File: config.mk
export PLATFORM = sky130hd
export DESIGN_NAME = uds_status
export DESIGN_NICKNAME = d
export VERILOG_FILES = /design/src/hdl/uds_status.v
export VERILOG_INCLUDE_DIRS = /design/src /design/src/hdl
export SDC_FILE = /design/constraint.sdc
export NUM_CORES = 1
export LEC_CHECK = 0
export BUFFER_PORTS_ARGS = -buffer_cell sky130_fd_sc_hd__buf_4
export CAP_MARGIN = 0
export CORE_ASPECT_RATIO = 0.7
export CORE_MARGIN = 2
export CORE_UTILIZATION = 38
export DETAILED_ROUTE_END_ITERATION = 7
export PLACE_DENSITY = 0.59
export SKIP_LAST_GASP = 1
export SLEW_MARGIN = 30
export SYNTH_ARGS = -nofsm -noshare
export SYNTH_HDL_FRONTEND = slang
export SYNTH_SLANG_ARGS = --single-unit
File: constraint.sdc
create_clock -name clk_sys -period 4.05 [get_ports clk_sys]
set_input_delay 0.6075 -clock clk_sys [delete_from_list [all_inputs] [get_ports clk_sys]]
set_output_delay 0.6075 -clock clk_sys [all_outputs]
set_load 0.005 [all_outputs]
File: src/hdl/uds_defines.vh
`ifndef UDS_DEFINES_VH
`define UDS_DEFINES_VH

// Command codes seen on the microcontroller command port
`define UDS_CMD_SEL_CLR_BASE 8'h40
`define UDS_CMD_EP_ENABLE 8'hD8
`define UDS_CMD_READ_INT 8'hF4
`define UDS_CMD_READ_FRAME 8'hF5
`define UDS_CMD_SET_STATUS 8'hFE
`define UDS_CMD_GET_STATUS 8'hFE
`define UDS_CMD_GET_ERROR 8'hFF

// Field positions
`define UDS_EN_BIT 0
`define UDS_INT_DEV_BIT 7
`define UDS_ST_SUSP_BIT 2
`define UDS_ST_SCHG_BIT 3
`define UDS_ST_BRST_BIT 4
`define UDS_ERR_OCC_BIT 4

// Reset values
`define UDS_INT_RST 8'h00
`define UDS_ERR_RST 4'h0

// Error codes
`define UDS_ERR_NONE 4'h0
`define UDS_ERR_PID_ENC 4'h1
`define UDS_ERR_PID_UNK 4'h2
`define UDS_ERR_UNEXP 4'h3
`define UDS_ERR_TOK_CRC 4'h4
`define UDS_ERR_DAT_CRC 4'h5
`define UDS_ERR_TIMEOUT 4'h6
`define UDS_ERR_BABBLE 4'h7
`define UDS_ERR_EOP 4'h8
`define UDS_ERR_NAK 4'h9
`define UDS_ERR_STALL 4'hA
`define UDS_ERR_OVERRUN 4'hB
`define UDS_ERR_RSVD 4'hC
`define UDS_ERR_STUFF 4'hD
`define UDS_ERR_SYNC 4'hE
`define UDS_ERR_TOGGLE 4'hF

// Timing
`define UDS_CLK_HZ 25000000
`define UDS_IDLE_US 3000
`define UDS_WAKE_CYCLES 250000

`endif

File: src/hdl/uds_status.v
`timescale 1ns/1ps
// How it works
// - Bit 0 of the end-point enable write is the only enable flag and is 0 after power-on.
// - Interrupt bits 0..5 flag the six physical end-points, bit 6 reads zero, all clear at power-on.
// - Interrupt bit 7 flags a device event and is cleared by the get-status command.
// - Frame readout gives bits 7:0 first, then bits 10:8 with five zero bits above.
// - Status byte has suspend in bit 2, suspend change in 3, bus reset in 4, bits 1:0 zero.
// - Suspend sets after more than 3 ms of idle bus, clears on activity, no interrupt itself.
// - Writing 0 to suspend while suspended starts remote wake-up; other writes do nothing.
// - Suspend change sets and interrupts on each suspend toggle and clears on status read.
// - Bus reset flag sets and interrupts on a bus reset and clears on status read.
// - A bus reset puts the device back to unconfigured default state at address zero.
// - Error byte has code in bits 3:0 and occurred flag in bit 4, both zero at power-on.
// - Error codes 0000 to 1000 cover no error through end-of-packet error.
// - Error codes 1001 to 1111 cover NAK, STALL, overrun, reserved, stuff, sync, toggle.
// - The error occurred flag clears at the start of each new transfer.
// - Each end-point interrupt bit holds until its select-and-clear command.
// - Frame number is the 11 bits of the last SOF, kept even with a CRC error.
`include "uds_defines.vh"

module uds_status #(
  parameter IDLE_CYCLES = (`UDS_CLK_HZ / 1000000) * `UDS_IDLE_US,
  parameter WAKE_CYCLES = `UDS_WAKE_CYCLES
) (
  input wire clk_sys,
  input wire rst,
  input wire cmd_valid,
  input wire [7:0] cmd_code,
  input wire wr_valid,
  input wire [7:0] wr_data,
  input wire rd_req,
  output reg [7:0] rd_data,
  output reg rd_valid,
  input wire bus_activity,
  input wire bus_reset,
  input wire sof_valid,
  input wire [10:0] sof_frame,
  input wire [5:0] ep_event,
  input wire xfer_start,
  input wire err_valid,
  input wire [3:0] err_code,
  output reg endpoints_enabled,
  output reg dev_configured,
  output reg addr_zero_only,
  output reg remote_wakeup,
  output reg int_n
);

  localparam S_IDLE = 6'h01;
  localparam S_INT = 6'h02;
  localparam S_FRM0 = 6'h04;
  localparam S_FRM1 = 6'h08;
  localparam S_STAT = 6'h10;
  localparam S_ERR = 6'h20;

  reg [5:0] state_q;
  reg [5:0] ep_int_q;
  reg dev_evt_q;
  reg [10:0] frame_q;
  reg susp_q;
  reg schg_q;
  reg brst_q;
  reg [3:0] err_code_q;
  reg err_occ_q;
  reg [31:0] idle_cnt_q;
  reg [31:0] wake_cnt_q;
  reg cmd_stat_q;
  reg [7:0] status_byte;
  reg susp_d;
  reg rd_stat;
  reg stat_wr;
  reg cmd_en_q;
  reg hit_rd_int;
  reg hit_rd_frame;
  reg hit_status;
  reg hit_rd_err;
  reg hit_ep_en;
  integer i;

  wire [7:0] int_byte = {dev_evt_q, 1'b0, ep_int_q};

  // One status code both reads and writes the status byte
  always @* begin
    hit_rd_int = cmd_valid && (cmd_code == `UDS_CMD_READ_INT);
    hit_rd_frame = cmd_valid && (cmd_code == `UDS_CMD_READ_FRAME);
    hit_status = cmd_valid && (cmd_code == `UDS_CMD_GET_STATUS);
    hit_rd_err = cmd_valid && (cmd_code == `UDS_CMD_GET_ERROR);
    hit_ep_en = cmd_valid && (cmd_code == `UDS_CMD_EP_ENABLE);
  end

  // True when the command selects end-point ep and clears its flag
  function sel_clr_hit;
    input [7:0] code;
    input [2:0] ep;
    begin
      sel_clr_hit = (code == (`UDS_CMD_SEL_CLR_BASE + {5'b00000, ep}));
    end
  endfunction

  // Reserved bits of the status byte read as zero
  always @* begin
    status_byte = 8'h00;
    status_byte[`UDS_ST_SUSP_BIT] = susp_q;
    status_byte[`UDS_ST_SCHG_BIT] = schg_q;
    status_byte[`UDS_ST_BRST_BIT] = brst_q;
  end

  // Suspend follows bus idle time; activity or reset wakes it
  always @* begin
    susp_d = susp_q;
    if (bus_activity || bus_reset) begin
      susp_d = 1'b0;
    end else if (idle_cnt_q > IDLE_CYCLES) begin
      susp_d = 1'b1;
    end
  end

  // Status read and status write strobes
  always @* begin
    rd_stat = rd_req && (state_q == S_STAT);
    stat_wr = wr_valid && cmd_stat_q;
  end

  // Idle count stops just past the limit so it cannot wrap
  always @(posedge clk_sys or posedge rst) begin
    if (rst) begin
      idle_cnt_q <= 32'h00000000;
      susp_q <= 1'b0;
    end else begin
      if (bus_activity || bus_reset) begin
        idle_cnt_q <= 32'h00000000;
      end else if (idle_cnt_q <= IDLE_CYCLES) begin
        idle_cnt_q <= idle_cnt_q + 32'h00000001;
      end
      susp_q <= susp_d;
    end
  end

  // Event flags: a new set wins over a clear in the same cycle
  always @(posedge clk_sys or posedge rst) begin
    if (rst) begin
      schg_q <= 1'b0;
      brst_q <= 1'b0;
      dev_evt_q <= 1'b0;
    end else begin
      if (susp_d != susp_q) begin
        schg_q <= 1'b1;
      end else if (rd_stat) begin
        schg_q <= 1'b0;
      end
      if (bus_reset) begin
        brst_q <= 1'b1;
      end else if (rd_stat) begin
        brst_q <= 1'b0;
      end
      if ((susp_d != susp_q) || bus_reset) begin
        dev_evt_q <= 1'b1;
      end else if (hit_status) begin
        dev_evt_q <= 1'b0;
      end
    end
  end

  // An end-point event wins over its clear command in the same cycle
  always @(posedge clk_sys or posedge rst) begin
    if (rst) begin
      ep_int_q <= 6'h00;
    end else begin
      for (i = 0; i < 6; i = i + 1) begin
        if (ep_event[i]) begin
          ep_int_q[i] <= 1'b1;
        end else if (cmd_valid && sel_clr_hit(cmd_code, i[2:0])) begin
          ep_int_q[i] <= 1'b0;
        end
      end
    end
  end

  // Keeps the last frame number whatever its CRC
  always @(posedge clk_sys or posedge rst) begin
    if (rst) begin
      frame_q <= 11'h000;
    end else if (sof_valid) begin
      frame_q <= sof_frame;
    end
  end

  // A new error wins over the start of a transfer in the same cycle
  always @(posedge clk_sys or posedge rst) begin
    if (rst) begin
      err_code_q <= `UDS_ERR_RST;
      err_occ_q <= 1'b0;
    end else if (err_valid) begin
      err_code_q <= err_code;
      err_occ_q <= 1'b1;
    end else if (xfer_start) begin
      err_occ_q <= 1'b0;
    end
  end

  // Bus reset overrides an enable write landing in the same cycle
  always @(posedge clk_sys or posedge rst) begin
    if (rst) begin
      endpoints_enabled <= 1'b0;
      dev_configured <= 1'b0;
      addr_zero_only <= 1'b1;
    end else if (bus_reset) begin
      dev_configured <= 1'b0;
      addr_zero_only <= 1'b1;
      endpoints_enabled <= 1'b0;
    end else if (wr_valid && cmd_en_q) begin
      endpoints_enabled <= wr_data[`UDS_EN_BIT];
      dev_configured <= wr_data[`UDS_EN_BIT];
      addr_zero_only <= 1'b0;
    end
  end

  // Command decoder and read sequencer
  always @(posedge clk_sys or posedge rst) begin
    if (rst) begin
      state_q <= S_IDLE;
      cmd_stat_q <= 1'b0;
      cmd_en_q <= 1'b0;
      rd_data <= 8'h00;
      rd_valid <= 1'b0;
    end else begin
      rd_valid <= 1'b0;
      if (cmd_valid) begin
        cmd_stat_q <= (cmd_code == `UDS_CMD_SET_STATUS);
        cmd_en_q <= hit_ep_en;
        if (hit_rd_int) begin
          state_q <= S_INT;
        end else if (hit_rd_frame) begin
          state_q <= S_FRM0;
        end else if (hit_status) begin
          state_q <= S_STAT;
        end else if (hit_rd_err) begin
          state_q <= S_ERR;
        end else begin
          state_q <= S_IDLE;
        end
      end else if (rd_req) begin
        rd_valid <= 1'b1;
        case (state_q)
          S_INT: begin
            rd_data <= int_byte;
            state_q <= S_IDLE;
          end
          // Frame bytes come out low byte first
          S_FRM0: begin
            rd_data <= frame_q[7:0];
            state_q <= S_FRM1;
          end
          S_FRM1: begin
            rd_data <= {5'b00000, frame_q[10:8]};
            state_q <= S_IDLE;
          end
          S_STAT: begin
            rd_data <= status_byte;
            state_q <= S_IDLE;
          end
          S_ERR: begin
            rd_data <= {3'b000, err_occ_q, err_code_q};
            state_q <= S_IDLE;
          end
          default: begin
            // No read pending: answer with zero
            rd_data <= 8'h00;
          end
        endcase
      end
    end
  end

  // Remote wake-up pulse only when suspended and 0 is written
  always @(posedge clk_sys or posedge rst) begin
    if (rst) begin
      wake_cnt_q <= 32'h00000000;
      remote_wakeup <= 1'b0;
    end else begin
      if (stat_wr && susp_q && !wr_data[`UDS_ST_SUSP_BIT]) begin
        wake_cnt_q <= WAKE_CYCLES;
        remote_wakeup <= 1'b1;
      end else if (wake_cnt_q != 32'h00000000) begin
        wake_cnt_q <= wake_cnt_q - 32'h00000001;
        remote_wakeup <= (wake_cnt_q != 32'h00000001);
      end else begin
        remote_wakeup <= 1'b0;
      end
    end
  end

  // Interrupt follows the flags one clock later
  always @(posedge clk_sys or posedge rst) begin
    if (rst) begin
      int_n <= 1'b1;
    end else begin
      int_n <= ~(|int_byte);
    end
  end

endmodule

* Word level (Yosys, flattened, before mapping)
Cells that the tools add are included.
** Storage, ports and cells
- Logic and storage cells :: 128
- Input bits :: 47
- Bits in registers :: 111
** Cells by class
- Equality and inequality tests :: 18
- Add/sub/neg operators :: 2
- Muxes and demuxes :: 41
- $lt $le $gt $ge :: 2
- Bitwise logic cells :: 2
- Reductions and logical operators :: 39
** Operators by type and width (number)
- 32-bit 2-to-1 mux :: 4
- 8-bit by 7-bit equality test with 1-bit output (second input constant) :: 6
- 8-bit equality test (second input constant) :: 5
- 8-bit one-hot mux with 5 select lines :: 1
- 6-bit 2-to-1 mux :: 6
- 32-bit by 1-bit adder with 32-bit output (second input constant) :: 1
- 32-bit by 17-bit > comparator with 1-bit output (second input constant) :: 1
- 32-bit by 17-bit less-or-equal comparator with 1-bit output (second input constant) :: 1
- 32-bit by 1-bit inequality test with 1-bit output (second input constant) :: 1
- 32-bit nonzero test :: 1
- 32-bit by 1-bit subtractor with 32-bit output (second input constant) :: 1
- 1-bit 2-to-1 mux :: 29
- 2-bit nonzero test :: 14
- 1-bit logical AND :: 16
- 6-bit one-hot mux with 2 select lines :: 1
- 7-bit OR reduction :: 1
- 6-bit by 2-bit equality test with 1-bit output (second input constant) :: 1
- 6-bit by 3-bit equality test with 1-bit output (second input constant) :: 1
- 6-bit by 4-bit equality test with 1-bit output (second input constant) :: 1
- 6-bit by 5-bit equality test with 1-bit output (second input constant) :: 1
- 6-bit equality test (second input constant) :: 1
- 2-bit AND reduction :: 2
- 4-bit OR reduction :: 1
- 3-bit nonzero test :: 1
- 4 further kinds :: 6

* Longest topological paths before layout
- Depth in word-level cells :: 7
- Depth in mapped cells :: 8

* Worst setup path after synthesis
Ideal clock, no wire load.
- Path kind :: register to register
- Start :: reg wake_cnt_q[2]
- End :: reg wake_cnt_q[25]
- Path slack :: 1499 ps
- Required time :: 3921 ps
- Arrival time :: 2422 ps
- Stages on the path, launching flop included :: 8
- Path buffers :: 1
- Cell sequence :: dfrtp_1 or4_4 or3_4 or4_4 buf_6 nor4_4 xnor2_1 nor2_1
** Between the ends
- Cells in the longest elaborated chain, start to end :: 3
- Elaborated cells between the ends (all ways) :: 5
** RTL lines
- start: declaration :: RTL line uds_status.v:66 : reg [31:0] wake_cnt_q;
- start signal: assignment :: RTL line uds_status.v:285 : wake_cnt_q <= wake_cnt_q - 32'h00000001;
- 32-bit by 1-bit subtractor with 32-bit output :: RTL line uds_status.v:285
- 32-bit 2-to-1 mux :: RTL line uds_status.v:284 : end else if (wake_cnt_q != 32'h00000000) begin
- 32-bit 2-to-1 mux :: RTL line uds_status.v:281 : if (stat_wr && susp_q && !wr_data[`UDS_ST_SUSP_BIT]) begin
Several ways; a longest one is shown, not always the timed one. The select of a mux whose other input is x is not followed.
A chain may end at the register's enable or synchronous reset.

* Final worst setup path
- Start :: reg wake_cnt_q[2]
- End :: reg wake_cnt_q[27]
Same word-level chain as after synthesis.

==> metrics.csv <==
metric,value,unit
status,"complete, no violations",
start_util,0.3901,
fillers,1334,
portBuffers,54,
wl_per_cell,14.82,microns
p_switching,0.0004948,W
yosysMostFrequentCell,dfrtp_1,
skew,7.241,ps
synth_sequential_area_ratio,0.5106,
postSynthAreaPerCell,10.28,sq um
multi_input_area,2517,sq um
cp_top_family,simple AND/OR/NAND/NOR gates,
cts_buffer_depth,2,
crit_arrival,2860,ps
hold_violations,0,
cts_resized,0,
cpMaxStageDelayCell,or4_4,
clk_latency,350,ps
instances_no_fill,768,
critPathKind,flip-flop to flip-flop,
slowest_delay,640,ps
cts_setup_buffers,0,
cts-buffers-inserted,9,
cts_tree,done,
power.leakage,2.493,nW
power_density,338.0,nW/um^2
synth_seq_cells,111,
worst_setup_path_start_kind,flip-flop,
grt_pass1_wl,19320,microns
min_path_type,input pin to async pin,
slew_headroom,0.4221,
endpoint_kind,flip-flop,
drc,0,
synth_nets,582,
grt_overflow,0,
tightest_slew,860.2,ps
antenna_found_initial,0,
max-cap-violations,0,
dp.cells,753,
fin_crit_sh,0.6555,
coreArea,13960,sq um
synthFlopType,dfrtp_1,
syn_to_final_growth,15.27,%
regArea,2781,sq um
p_sw_frac,0.2331,
grt.total_usage,0.1545,
yosys-top-cells-count,"dfrtp_1, nor2_1, nand2_1, xnor2_1, nand3_1",
dr.pass1.iters,7,
die_area,15330,sq um
die_w,147.1,microns
crit_top_cell,or4_4,
internal-power,0.001628,W
p_clk_frac,0.391,
synthesis.area,5448,sq um
drt_first_iter_violations,261,
ys_warn_count,0,
die_y,104.2,microns
fin_nets,626,
yosys.area.top_type,dfrtp_1,
synthTopCellsByArea,"dfrtp_1, xnor2_1, nor2_1, mux2_2, nand2_1",
power_frac_comb,0.058,
regToRegSetupSlack,1400,ps
synth_top_cell_area_share,0.4961,
num_antenna_cells,0,
crit_chain,"or4_4, or3_4, or4_4, nor4_4, xnor2_1, nor2_1",
drtAntennaViolNets,0,
path_max_fanout,7,
cp.buffers_inverters,0,
rsz0062_at_grt,false,
grt_pass1_vias,3907,
cts_hold_buf,0,
async_flop_share,1.000,
cts_root_buffer,clkbuf_16,
p_seq_frac,0.551,
netlist_instances,530,
hpwl,8029,microns
grt_max_degree,80,
row_count,36,
htree_levels,3,
vias_per_cell,5.245,
slew_violations,0,
cts_num_sinks,111,
worst_ir_drop_vdd,216.6,uV
drive_gt1_frac,0.1920,
setup_violations,0,
fmax,376.7,MHz
ios,61,
vias,4028,
synth_cell_types,65,
fin_tns_setup,0,ps
gp_congestion,0.8157,
synth_edf_count,0,
cp.required,4260,ps
finalCriticalPeriod,2655,ps
wl,11390,microns
clkTransAtPathRegs,70,ps
[layer usage]
metal  vias to the layer above  GRT usage  wire, microns
met5                         -          0              0
met4                         0    0.03091             55
met3                         4    0.04342            487
met2                        81     0.2306           4999
met1                      1951     0.2252           5842
li1                       1992          -              -
[kinds of logic after synthesis]
| group | after synthesis | share of synthesized area |
|---|---|---|
| muxes | 17 | 0.03468 |
| and+or+nand+nor | 245 | 0.2483 |
| xor gates and xnor gates | 38 | 0.06109 |
| DFF | 111 | 0.5106 |
| buffers and inverters | 33 | 0.02802 |
| AOI/OAI and AO/OA | 81 | 0.1059 |
| adders and majority gates | 5 | 0.01148 |
[worst paths after layout]
check                                        endpoint  depth (start not counted)                       from
min                        idle_cnt_q[13]$_DFFE_PP0P_                          2                        rst
min reg2reg                           int_n$_DFF_PP1_                          1    ep_int_q[3]$_DFFE_PP0P_
min in group clk_sys          ep_int_q[0]$_DFFE_PP0P_                          2                ep_event[0]
max in group asynchronous  wake_cnt_q[27]$_DFFE_PP0P_                          3                        rst
max reg2reg                wake_cnt_q[27]$_DFFE_PP0P_                          6  wake_cnt_q[2]$_DFFE_PP0P_
max                        wake_cnt_q[27]$_DFFE_PP0P_                          6  wake_cnt_q[2]$_DFFE_PP0P_
[power groups by stage]
| stage | Sequential, W | Clock, W | Combinational, W |
|---|---|---|---|
| CTS | 0.00117 | 0.000868 | 0.000126 |
| global placement | 0.00119 | 0 | 0.000122 |
| floorplan | 0.00118 | 0 | 0.0000723 |
| detailed placement | 0.00119 | 0 | 0.000125 |
| finish | 0.00117 | 0.000831 | 0.000123 |
| global route | 0.00117 | 0.000916 | 0.000139 |
[layout make-up]
class,instances,area share
clock buffers,9,0.03586
repair buffers,56,0.06695
well taps,190,0.03786
multi-input cells,386,0.4009
inverters,10,0.006774
flip-flops and latches,111,0.4429
clock inverters,6,0.008767
[registers in the layout, indices dropped and copies added (netlist names)]
register        cells
ep_int_q            6
susp_q              1
addr_zero_only      1
err_occ_q           1
rd_data             8
brst_q              1
rd_valid            1
frame_q            11
state_q             6
wake_cnt_q         32
idle_cnt_q         32
remote_wakeup       1
cmd_en_q            1
dev_configured      1
schg_q              1
dev_evt_q           1
err_code_q          4
cmd_stat_q          1
int_n               1
[through the flow]
stage | area (sq um) | utilization | setup WS [ps] | hold WS [ps] | power (W)
6_report | 6280 | 0.4497 | 1395 | 364.9 | 0.002123
5_1_grt | 6280 | 0.4497 | 1255 | 417.9 | 0.002229
4_1_cts | 6275 | 0.4494 | 1390 | 423.4 | 0.002162
3_5_place_dp | 5995 | 0.4293 | 1412 | 435.4 | 0.001316
3_3_place_gp | 5993 | 0.4292 | 1410 | 436.6 | 0.001311
2_1_floorplan | 5448 | - | 516.8 | 394.4 | 0.001256
[cell usage in the layout, fill, tap and decap left out, types with 12 or more instances in the layout]
| cell | Yosys | final |
|---|---|---|
| dfrtp_1 | 108 | 108 |
| nor2_1 | 61 | 60 |
| buf_4 | 2 | 56 |
| nand2_1 | 40 | 40 |
| xnor2_1 | 28 | 28 |
| nand3_1 | 22 | 22 |
| nor3_1 | 18 | 18 |
| and2_1 | 17 | 17 |
| o21ai_0 | 17 | 17 |
| a21oi_1 | 16 | 16 |
| mux2_2 | 15 | 15 |
| nor4_1 | 12 | 12 |
Power figures use the tool's default switching activity.
